`src/rtl/uip_regs.svh`:
```
// Purpose: register addresses, field positions and codes of the interrupt prioritizer
// Assumes: register port uses three address bits, as on the uart bus
// Notes:   addresses follow the usual uart register map
`ifndef UIP_REGS_SVH
`define UIP_REGS_SVH
`define UIP_ADDR_DATA      3'h0
`define UIP_ADDR_MASK      3'h1
`define UIP_ADDR_CAUSE     3'h2
`define UIP_ADDR_LSR       3'h5
`define UIP_ADDR_MSR       3'h6
`define UIP_MASK_RST       8'h00
`define UIP_MASK_LOW       8'h0F
`define UIP_MASK_RX        0
`define UIP_MASK_TX        1
`define UIP_MASK_LS        2
`define UIP_MASK_MS        3
`define UIP_MASK_XOFF      5
`define UIP_MASK_RTS       6
`define UIP_MASK_CTS       7
`define UIP_CODE_LS        6'h06
`define UIP_CODE_TMO       6'h0C
`define UIP_CODE_RX        6'h04
`define UIP_CODE_TX        6'h02
`define UIP_CODE_MS        6'h00
`define UIP_CODE_XOFF      6'h10
`define UIP_CODE_FC        6'h20
`define UIP_CODE_NONE      6'h01
`define UIP_TMO_CHARS      4
`define UIP_TMO_EXTRA_BITS 12
`endif

```
`src/rtl/uip_pkg.sv`:
```
// Purpose: types shared by the interrupt prioritizer
// Assumes: event inputs come from logic on the same clock
// Notes:   one-cycle pulses unless named as a level
package uip_pkg;
  typedef struct packed {
    logic       rx_char_loaded; // pulse: char moved from shift reg into fifo
    logic       rx_empty;       // level: receive fifo or holding reg empty
    logic       rx_at_trigger;  // level: fifo level at or above trigger
    logic [3:0] line_err;       // level: line status bits 4..1
    logic       thr_empty;      // level: holding reg empty
    logic       tx_below_trig;  // level: tx fifo below trigger or empty
    logic       tx_all_empty;   // level: tx fifo and shift reg empty
    logic [3:0] modem_delta;    // pulse: modem status bits 3..0 set
    logic       xoff_det;       // pulse
    logic       xon_det;        // pulse
    logic       special_det;    // pulse
    logic       bit_tick;       // pulse: one per receive bit time
  } uip_evt_t;
  typedef struct packed {
    logic fifo_en;      // fifo enable
    logic enh_en;       // enhanced features enabled
    logic rs485_auto;   // auto direction control
    logic auto_rts;     // automatic rts flow control
    logic auto_cts;     // automatic cts flow control
  } uip_cfg_t;
  typedef struct packed {
    logic ls;
    logic tmo;
    logic rx;
    logic tx;
    logic ms;
    logic xs;
    logic fc;
  } uip_src_t;
endpackage

```
`src/rtl/uip_core.sv`:
```
// Purpose: interrupt mask, generation, clearing and priority encode of a fifo uart
// Assumes: reg_rd and reg_wr are one-cycle strobes on clk; evt inputs on clk
// Notes:   cts_n_pin is asynchronous and filtered through three flops
// Operation
// fifo mode: receive interrupt follows fifo level at or above trigger
// data-ready flag set on char load, reset on fifo empty (line logic)
// host polls line status with fifos on and low mask bits clear
// line status bits supplied by receiver and transmitter, read here on a line status read
// mask bit 0 enables receive interrupt, holding reg or trigger level
// mask bit 1 enables transmit-ready; fires at once if already empty
// transmit-ready clears on cause read or holding write; rearms on refill
// mask bit 2: line status bits 1..4 raise interrupt on rising
// mask bit 3: modem deltas raise interrupt, modem status read clears
// mask bits 7..4 writable only with enhanced features on
// mask bits 6 and 7: rts or cts rising during auto flow control
// modem status read clears rts and cts change interrupts
// timeout after four chars plus twelve bits, clears when fifo empty
// line status read clears line interrupt; flags remain outside
// xoff clears by cause read or xon; special by read or next char
// cause read reports highest pending only; others stay queued
// cause bits 5..0 hold the priority code table
// cause bit 0 low when pending, high when idle and at reset
// cause bits 7..6 mirror fifo enable
// auto rs485 mode: transmit-ready on transmitter fully empty
// interrupt output active whenever any enabled source is pending
`include "uip_regs.svh"
module uip_core
  import uip_pkg::*;
#(
  parameter int TMO_W = 8
) (
  input  wire logic       clk,
  input  wire logic       resetn,
  input  wire logic [2:0] reg_addr,
  input  wire logic       reg_wr,
  input  wire logic       reg_rd,
  input  wire logic [7:0] reg_wdata,
  output logic      [7:0] reg_rdata,
  input  wire uip_evt_t   evt,
  input  wire uip_cfg_t   cfg,
  input  wire logic [3:0] char_bits,
  input  wire logic       rts_n_out,
  input  wire logic       cts_n_pin,
  output logic      [7:0] mask_q,
  output logic            irq
);
  // elaboration check: the widest load, fifteen-bit frames, needs seven bits
  if (TMO_W < 7) begin : g_tmo_w_check
    $error("TMO_W too small for timeout load");
  end

  // priority encode, shared by read path and pending flag
  function automatic logic [5:0] uip_encode(input uip_src_t s);
    if (s.ls)       uip_encode = `UIP_CODE_LS;
    else if (s.tmo) uip_encode = `UIP_CODE_TMO;
    else if (s.rx)  uip_encode = `UIP_CODE_RX;
    else if (s.tx)  uip_encode = `UIP_CODE_TX;
    else if (s.ms)  uip_encode = `UIP_CODE_MS;
    else if (s.xs)  uip_encode = `UIP_CODE_XOFF;
    else if (s.fc)  uip_encode = `UIP_CODE_FC;
    else            uip_encode = `UIP_CODE_NONE;
  endfunction

  logic [7:0]       mask_d;
  logic             ls_q, ls_d, tmo_q, tmo_d, tx_q, tx_d, ms_q, ms_d;
  logic             xoff_q, xoff_d, spc_q, spc_d, rts_q, rts_d, cts_q, cts_d;
  logic [3:0]       lerr_prev_q;
  logic             txc_prev_q, rts_prev_q, cts_prev_q;
  logic [2:0]       cts_sync_q;
  logic             cts_filt_q, cts_filt_d;
  logic [TMO_W-1:0] tmo_cnt_q, tmo_cnt_d;
  logic [7:0]       rdata_d;
  logic             irq_d;

  // address decode
  wire logic wr_mask  = reg_wr && (reg_addr == `UIP_ADDR_MASK);
  wire logic wr_data  = reg_wr && (reg_addr == `UIP_ADDR_DATA);
  wire logic rd_cause = reg_rd && (reg_addr == `UIP_ADDR_CAUSE);
  wire logic rd_lsr   = reg_rd && (reg_addr == `UIP_ADDR_LSR);
  wire logic rd_msr   = reg_rd && (reg_addr == `UIP_ADDR_MSR);
  wire logic rd_data  = reg_rd && (reg_addr == `UIP_ADDR_DATA);
  wire logic rd_mask  = reg_rd && (reg_addr == `UIP_ADDR_MASK);

  // high mask bits kept unless enhanced features are on
  wire logic [7:0] wr_keep = cfg.enh_en ? 8'h00 : ~`UIP_MASK_LOW;
  assign mask_d = wr_mask ? ((reg_wdata & ~wr_keep) | (mask_q & wr_keep)) : mask_q;

  // transmit-ready condition depends on mode
  wire logic tx_cond = cfg.rs485_auto ? evt.tx_all_empty :
                       cfg.fifo_en    ? evt.tx_below_trig : evt.thr_empty;
  wire logic tx_arm  = wr_mask && reg_wdata[`UIP_MASK_TX] && !mask_q[`UIP_MASK_TX]
                       && tx_cond;
  // receive level source needs no latch: it is a plain level
  wire logic rx_lvl  = cfg.fifo_en ? evt.rx_at_trigger : !evt.rx_empty;

  // enabled sources; timeout only in fifo use, special/xoff in either mode
  uip_src_t src;
  assign src.ls  = ls_q  && mask_q[`UIP_MASK_LS];
  assign src.tmo = tmo_q && mask_q[`UIP_MASK_RX];
  assign src.rx  = rx_lvl && mask_q[`UIP_MASK_RX];
  assign src.tx  = tx_q  && mask_q[`UIP_MASK_TX];
  assign src.ms  = ms_q  && mask_q[`UIP_MASK_MS];
  assign src.xs  = (xoff_q || spc_q) && mask_q[`UIP_MASK_XOFF];
  assign src.fc  = (rts_q && mask_q[`UIP_MASK_RTS]) ||
                   (cts_q && mask_q[`UIP_MASK_CTS]);
  wire logic [5:0] code = uip_encode(src);
  wire logic       tx_top = (code == `UIP_CODE_TX);
  wire logic       xs_top = (code == `UIP_CODE_XOFF);

  // sticky flags, a set in the clearing cycle wins
  wire logic [3:0] lerr_rise = evt.line_err & ~lerr_prev_q;
  assign ls_d   = (|lerr_rise) || (ls_q && !rd_lsr);
  assign tx_d   = (tx_cond && !txc_prev_q) || tx_arm ||
                  (tx_q && !(rd_cause && tx_top) && !wr_data);
  assign ms_d   = (|evt.modem_delta) || (ms_q && !rd_msr);
  assign xoff_d = evt.xoff_det || (xoff_q && !(rd_cause && xs_top) && !evt.xon_det);
  assign spc_d  = evt.special_det ||
                  (spc_q && !(rd_cause && xs_top) && !evt.rx_char_loaded);
  assign rts_d  = (cfg.auto_rts && rts_n_out && !rts_prev_q) || (rts_q && !rd_msr);
  assign cts_d  = (cfg.auto_cts && cts_filt_q && !cts_prev_q) || (cts_q && !rd_msr);

  // pin filter: level changes when second and third stages agree
  assign cts_filt_d = (cts_sync_q[1] == cts_sync_q[2]) ? cts_sync_q[2] : cts_filt_q;

  // timeout load figure, restarted by each char loaded or read
  wire logic [TMO_W-1:0] tmo_load =
    TMO_W'(char_bits) * TMO_W'(`UIP_TMO_CHARS) + TMO_W'(`UIP_TMO_EXTRA_BITS);
  wire logic tmo_restart = evt.rx_char_loaded || rd_data;
  wire logic tmo_fire = cfg.fifo_en && !evt.rx_empty && evt.bit_tick && !tmo_restart
                        && (tmo_cnt_q == TMO_W'(1));
  always_comb begin
    tmo_cnt_d = tmo_cnt_q;
    if (tmo_restart || evt.rx_empty) tmo_cnt_d = tmo_load;
    else if (evt.bit_tick && tmo_cnt_q != '0) tmo_cnt_d = tmo_cnt_q - TMO_W'(1);
  end
  // timeout holds until fifo drained; firing wins
  assign tmo_d = tmo_fire || (tmo_q && !evt.rx_empty);

  // read data: cause snapshots the top source at the read edge
  wire logic [7:0] cause_val = {cfg.fifo_en, cfg.fifo_en, code};
  // line status view; bit 7 approximated from the error at the read position
  wire logic [7:0] lsr_val = {|evt.line_err, evt.tx_all_empty, evt.thr_empty,
                              evt.line_err, !evt.rx_empty};
  assign rdata_d = rd_cause ? cause_val :
                   rd_mask  ? mask_q    :
                   rd_lsr   ? lsr_val   : 8'h00;
  assign irq_d   = (code != `UIP_CODE_NONE);

  // mask register
  always_ff @(posedge clk) begin
    if (!resetn) begin
      mask_q <= `UIP_MASK_RST;
    end else begin
      mask_q <= mask_d;
    end
  end

  // line status flag
  always_ff @(posedge clk) begin
    if (!resetn) begin
      ls_q <= 1'b0;
    end else begin
      ls_q <= ls_d;
    end
  end

  // receive timeout flag
  always_ff @(posedge clk) begin
    if (!resetn) begin
      tmo_q <= 1'b0;
    end else begin
      tmo_q <= tmo_d;
    end
  end

  // transmit-ready flag
  always_ff @(posedge clk) begin
    if (!resetn) begin
      tx_q <= 1'b0;
    end else begin
      tx_q <= tx_d;
    end
  end

  // modem status flag
  always_ff @(posedge clk) begin
    if (!resetn) begin
      ms_q <= 1'b0;
    end else begin
      ms_q <= ms_d;
    end
  end

  // xoff and special character flags
  always_ff @(posedge clk) begin
    if (!resetn) begin
      xoff_q <= 1'b0;
      spc_q  <= 1'b0;
    end else begin
      xoff_q <= xoff_d;
      spc_q  <= spc_d;
    end
  end

  // flow control change flags
  always_ff @(posedge clk) begin
    if (!resetn) begin
      rts_q <= 1'b0;
      cts_q <= 1'b0;
    end else begin
      rts_q <= rts_d;
      cts_q <= cts_d;
    end
  end

  // edge history; rts and cts start at their idle high so reset makes no false rise
  always_ff @(posedge clk) begin
    if (!resetn) begin
      lerr_prev_q <= 4'h0;
      txc_prev_q  <= 1'b0;
      rts_prev_q  <= 1'b1;
      cts_prev_q  <= 1'b1;
    end else begin
      lerr_prev_q <= evt.line_err;
      txc_prev_q  <= tx_cond;
      rts_prev_q  <= rts_n_out;
      cts_prev_q  <= cts_filt_q;
    end
  end

  // cts pin synchroniser and filter, idle high
  always_ff @(posedge clk) begin
    if (!resetn) begin
      cts_sync_q <= 3'h7;
      cts_filt_q <= 1'b1;
    end else begin
      cts_sync_q <= {cts_sync_q[1:0], cts_n_pin};
      cts_filt_q <= cts_filt_d;
    end
  end

  // timeout counter
  always_ff @(posedge clk) begin
    if (!resetn) begin
      tmo_cnt_q <= '0;
    end else begin
      tmo_cnt_q <= tmo_cnt_d;
    end
  end

  // registered outputs
  always_ff @(posedge clk) begin
    if (!resetn) begin
      reg_rdata <= 8'h00;
      irq       <= 1'b0;
    end else begin
      reg_rdata <= rdata_d;
      irq       <= irq_d;
    end
  end
endmodule // uip_core

```
`config.mk`:
```
export PLATFORM = sky130hd
export DESIGN_NAME = uip_core
export DESIGN_NICKNAME = d
export VERILOG_FILES = /design/src/rtl/uip_pkg.sv /design/src/rtl/uip_core.sv
export VERILOG_INCLUDE_DIRS = /design/src /design/src/rtl
export SDC_FILE = /design/constraint.sdc
export NUM_CORES = 1
export LEC_CHECK = 0
export ABC_AREA = 1
export BUFFER_PORTS_ARGS = -buffer_cell sky130_fd_sc_hd__buf_4
export CORE_ASPECT_RATIO = 2
export CORE_MARGIN = 2
export CORE_UTILIZATION = 50
export DETAILED_ROUTE_END_ITERATION = 8
export GPL_ROUTABILITY_DRIVEN = 0
export PLACE_DENSITY = 0.77
export SLEW_MARGIN = 10
export SYNTH_ARGS = -nofsm -noshare
export SYNTH_HDL_FRONTEND = slang
export SYNTH_SLANG_ARGS = --single-unit
```
`constraint.sdc`:
```
create_clock -name clk -period 2.6 [get_ports clk]
set_clock_uncertainty 0.15 [all_clocks]
set_input_delay 0.39 -clock clk [delete_from_list [all_inputs] [get_ports clk]]
set_output_delay 0.39 -clock clk [all_outputs]
set_load 0.1 [all_outputs]
```
==> results.md <==
- Type of the worst setup path: flip-flop to flip-flop
- Crit Path Max Fanout: 6
- Slew margin rel.: 63.1%
- Clock network latency to the later pin of the worst-skew pair: 300 ps
- Largest area contributor in the synthesized netlist: sky130_fd_sc_hd__dfxtp_1
- Drc violations: 0
- Capture point of the worst reg-to-reg path: tmo_cnt_q[7]
- Clk Tree Root Cell: sky130_fd_sc_hd__clkbuf_8
- Mean cell area of the mapped netlist: 7.31 µm²
- Number of buffers and inverters on the critical path: 1
- Ratio of final minimum period to clock period: 62.5%
- Layout filler cell count: 381
- Initial antenna violation count: 0
- Top flip-flop cell by instance count after synthesis: sky130_fd_sc_hd__dfxtp_1
- Number of buffers added by the clock tree synthesis step: 5
- Number of antenna cells inserted: 0
- Routed wirelength normalized by instance count: 13.1 µm
- CTS tree: done
- Share of flip-flops with an asynchronous set or reset: 0%
- Unique masters post-synth: 32
- Quantity of gates resized following cts: 0
- Worst hold endpoint: lerr_prev_q[1]
- Setup TNS Final: 0 ps
- Synthesized cell area: 0.00217 mm²
- Max Slew Vio Count: 0
- Kind of cell adding the most delay to the critical path: simple AND/OR/NAND/NOR gates
- Area taken by multi-input logic gates: 0.00108 mm²
- Clock Pin Slew Worst Setup and Hold Paths: 80 ps
- Port bufs: 60
- Most used standard cell by instance count after synthesis: sky130_fd_sc_hd__nand2_1
- Number of hold violations in the final report: 0
- Number of warnings printed during yosys synthesis: 0
- Die extent in y: 97.2 µm
- Starting Density: 52.6%
- Die extent in x: 50.6 µm
- Setup bufs post-CTS: 0
- Detailed-router iteration count before antenna repair: 4
- Total power density per cell area: 526 mW/mm²
- Buffer depth of the longest clock path: 2
- Total track usage: 23.6%
- Number of levels in the clock H-tree: 2
- Delay contributed by the slowest stage of the critical path: 360 ps
- Type of the worst min-delay path: primary input to flip-flop
- Area post-placement: 0.00268 mm²
- Area contributors post-synth: sky130_fd_sc_hd__dfxtp_1 41%, sky130_fd_sc_hd__nand2_1 10%, sky130_fd_sc_hd__inv_1 7.8%, sky130_fd_sc_hd__a21oi_1 5.1%, sky130_fd_sc_hd__nand3_1 4.1%
- Number of enable-type register cells in the synthesized netlist: 0
- Post-layout instance area: 0.00277 mm²
- Cell chain of the critical path: inv_1 -> ha_1 -> nand2_4 -> nor2_4 -> nor2_4 -> nand2_1 -> o21ai_0 -> nor2_1
- Row Count: 33
- Detail-routed via count per cell: 5.14
- Endpoints failing setup: 0
- Startpoint types: flip-flop
- Arr. time, crit path: 1670 ps
- Instance count of the mapped netlist: 297
- Overall die area: 0.00492 mm²
- Required time of the critical path: 2650 ps
- First-pass GRT wire length: 8830 µm
- Synth top cells by count: 60 x sky130_fd_sc_hd__nand2_1, 45 x sky130_fd_sc_hd__inv_1, 44 x sky130_fd_sc_hd__dfxtp_1, 24 x sky130_fd_sc_hd__nor2_1, 22 x sky130_fd_sc_hd__a21oi_1
- Layout Area Growth over Synthesis: 27.4%
- Proportion of netlist area held by the largest area contributor: 40.6%
- Register-to-Register Setup Slack: 970 ps
- Register area share after synthesis: 40.6%
- Crit path max-delay cell type: sky130_fd_sc_hd__dfxtp_1
- Number of nets in the final layout: 408
- Outcome: complete, no violations
- Transition at the pin with the smallest max-transition slack: 553 ps
- Cell occurring most often along the worst timing path: sky130_fd_sc_hd__nor2_4
- Startpoint of the lowest-slack register-to-register path: tmo_cnt_q[0]
- Leak pwr: 0.00134 µW
- CP endpoint kind: flip-flop
- IO Count: 61
- Total gr overflow: 0
- Maximum number of pins on one net before global-route repair: 24
- Clock tree sinks: 44
- Initial DRC Count: 41
- RSZ-0062 raised after global routing: false
- Number of maximum-capacitance constraint violations: 0
- Worst slack on hold paths: 121 ps
- Number of cells on the worst reg-to-reg path: 8
- Fraction of final layout cells with drive strength greater than 1: 27.6%
- Post-DP HPWL: 4370 µm
- Sequential cell area: 881 µm²
- Via count: 2,126
- Final min period: 1630 ps
- Routed Antenna Nets: 0
- Post-Route WL: 5420 µm
- Hold buffers post-CTS: 0
- Number of register bits inferred by synthesis: 44
- Achievable frequency: 615 MHz
- Post-synthesis net count: 344
- Count of cells along the worst hold path: 3
- Final Total Pwr: 1450 µW
- Max rail drop VDD: 0.534 mV
- Number of global-route vias before repair: 2,041
- Worst min-delay path startpoint: evt[12]
- Core outline area: 0.00413 mm²
-- through the flow --
step / cells / utilization [%] / setup slack [ps]
2_1_floorplan: 297 / - / 610
3_3_place_gp: 406 / 64.8 / 926
3_5_place_dp: 406 / 64.8 / 897
4_1_cts: 414 / 67.0 / 998
5_1_grt: 414 / 67.0 / 840
6_report: 414 / 67.0 / 975
-- power breakdown --
| part | total [µW] | internal, µW | leakage (µW) | switching, µW |
|---|---|---|---|---|
| clock network | 423 | 187 | 0.0000479 | 236 |
| logic | 306 | 115 | 0.000928 | 191 |
| registers | 725 | 703 | 0.000361 | 22.0 |
| total | 1450 | 1010 | 0.00134 | 449 |
-- cell usage in the layout (no fill, tap or decap), types with 2 or more instances in the layout --
cell | netlist | final
sky130_fd_sc_hd__nand3_2 | 3 | 3
sky130_fd_sc_hd__ha_1 | 3 | 3
sky130_fd_sc_hd__dfxtp_1 | 44 | 44
sky130_fd_sc_hd__nor2_1 | 24 | 24
sky130_fd_sc_hd__nor2_4 | 6 | 6
sky130_fd_sc_hd__o21ai_0 | 15 | 15
sky130_fd_sc_hd__a21oi_1 | 22 | 22
sky130_fd_sc_hd__nand2_1 | 60 | 60
sky130_fd_sc_hd__nand4_1 | 2 | 2
sky130_fd_sc_hd__clkinv_2 | 0 | 2
sky130_fd_sc_hd__buf_4 | 0 | 61
sky130_fd_sc_hd__or2_2 | 6 | 6
sky130_fd_sc_hd__nand3b_1 | 3 | 3
sky130_fd_sc_hd__o21ai_2 | 2 | 2
sky130_fd_sc_hd__inv_2 | 3 | 3
sky130_fd_sc_hd__clkbuf_8 | 0 | 5
sky130_fd_sc_hd__o21bai_1 | 3 | 3
sky130_fd_sc_hd__inv_1 | 45 | 45
sky130_fd_sc_hd__nand2_2 | 3 | 3
sky130_fd_sc_hd__nand4_2 | 2 | 2
sky130_fd_sc_hd__o21ai_1 | 5 | 5
sky130_fd_sc_hd__o211ai_1 | 2 | 2
sky130_fd_sc_hd__nand3_1 | 18 | 18
sky130_fd_sc_hd__nor3_1 | 3 | 3
sky130_fd_sc_hd__xor2_1 | 2 | 2
sky130_fd_sc_hd__nand2_4 | 3 | 3
sky130_fd_sc_hd__o22ai_1 | 8 | 8
-- cells by family after synthesis --
| kind of cell | after synthesis | synth area share, % |
|---|---|---|
| flip-flops | 44 | 40.6 |
| AND/OR/NAND/NOR | 135 | 31.6 |
| buffers and inverters | 53 | 9.57 |
| XOR/XNOR | 3 | 1.21 |
| adder cells (fa/ha/maj) | 3 | 1.73 |
| AO/OA/AOI/OAI | 59 | 15.3 |
-- metal layers --
layer	wire length (µm)	vias up	track usage [%]
met1	1860	967	23.0
met2	3140	58	44.6
met4	199	0	11.6
met5	0	-	0
met3	215	19	4.46
li1	-	1082	-
-- tightest hold or removal path, delay by kind of cell --
| kind | cells | cell delay [ps] |
|---|---|---|
| buf+inv | 2 | 120 |
| simple gates | 1 | 40 |
-- flip-flops by register name (all words and copies together), names as in the netlist, 3 cells and up, named ones only --
register     cells
lerr_prev_q      4
mask_q           4
tmo_cnt_q        8
reg_rdata        8
cts_sync_q       3
-- worst max path at each step --
stage | startpoint | endpoint | slack, ps | cells after the start
3_3_place_gp | reg_addr[0] | flip-flop | 930 | 8
4_1_cts | tmo_cnt_q[0] | tmo_cnt_q[7] | 1000 | 8
5_1_grt | tmo_cnt_q[0] | tmo_cnt_q[7] | 840 | 8
3_5_place_dp | reg_addr[0] | flip-flop | 900 | 8
2_1_floorplan | flip-flop | xoff_q | 610 | 4
6_report | tmo_cnt_q[0] | tmo_cnt_q[7] | 970 | 8
-- final cells by class --
type                            count  area share [%]
Clock buffer                        5            2.49
Clock inverter                      3           0.679
Inverter                           49            6.92
Multi-Input combinational cell    200            39.1
Sequential cell                    44            31.9
Tap cell                           52            2.35
Timing Repair Buffer               61            16.6
Power figures use the tool's default switching activity.
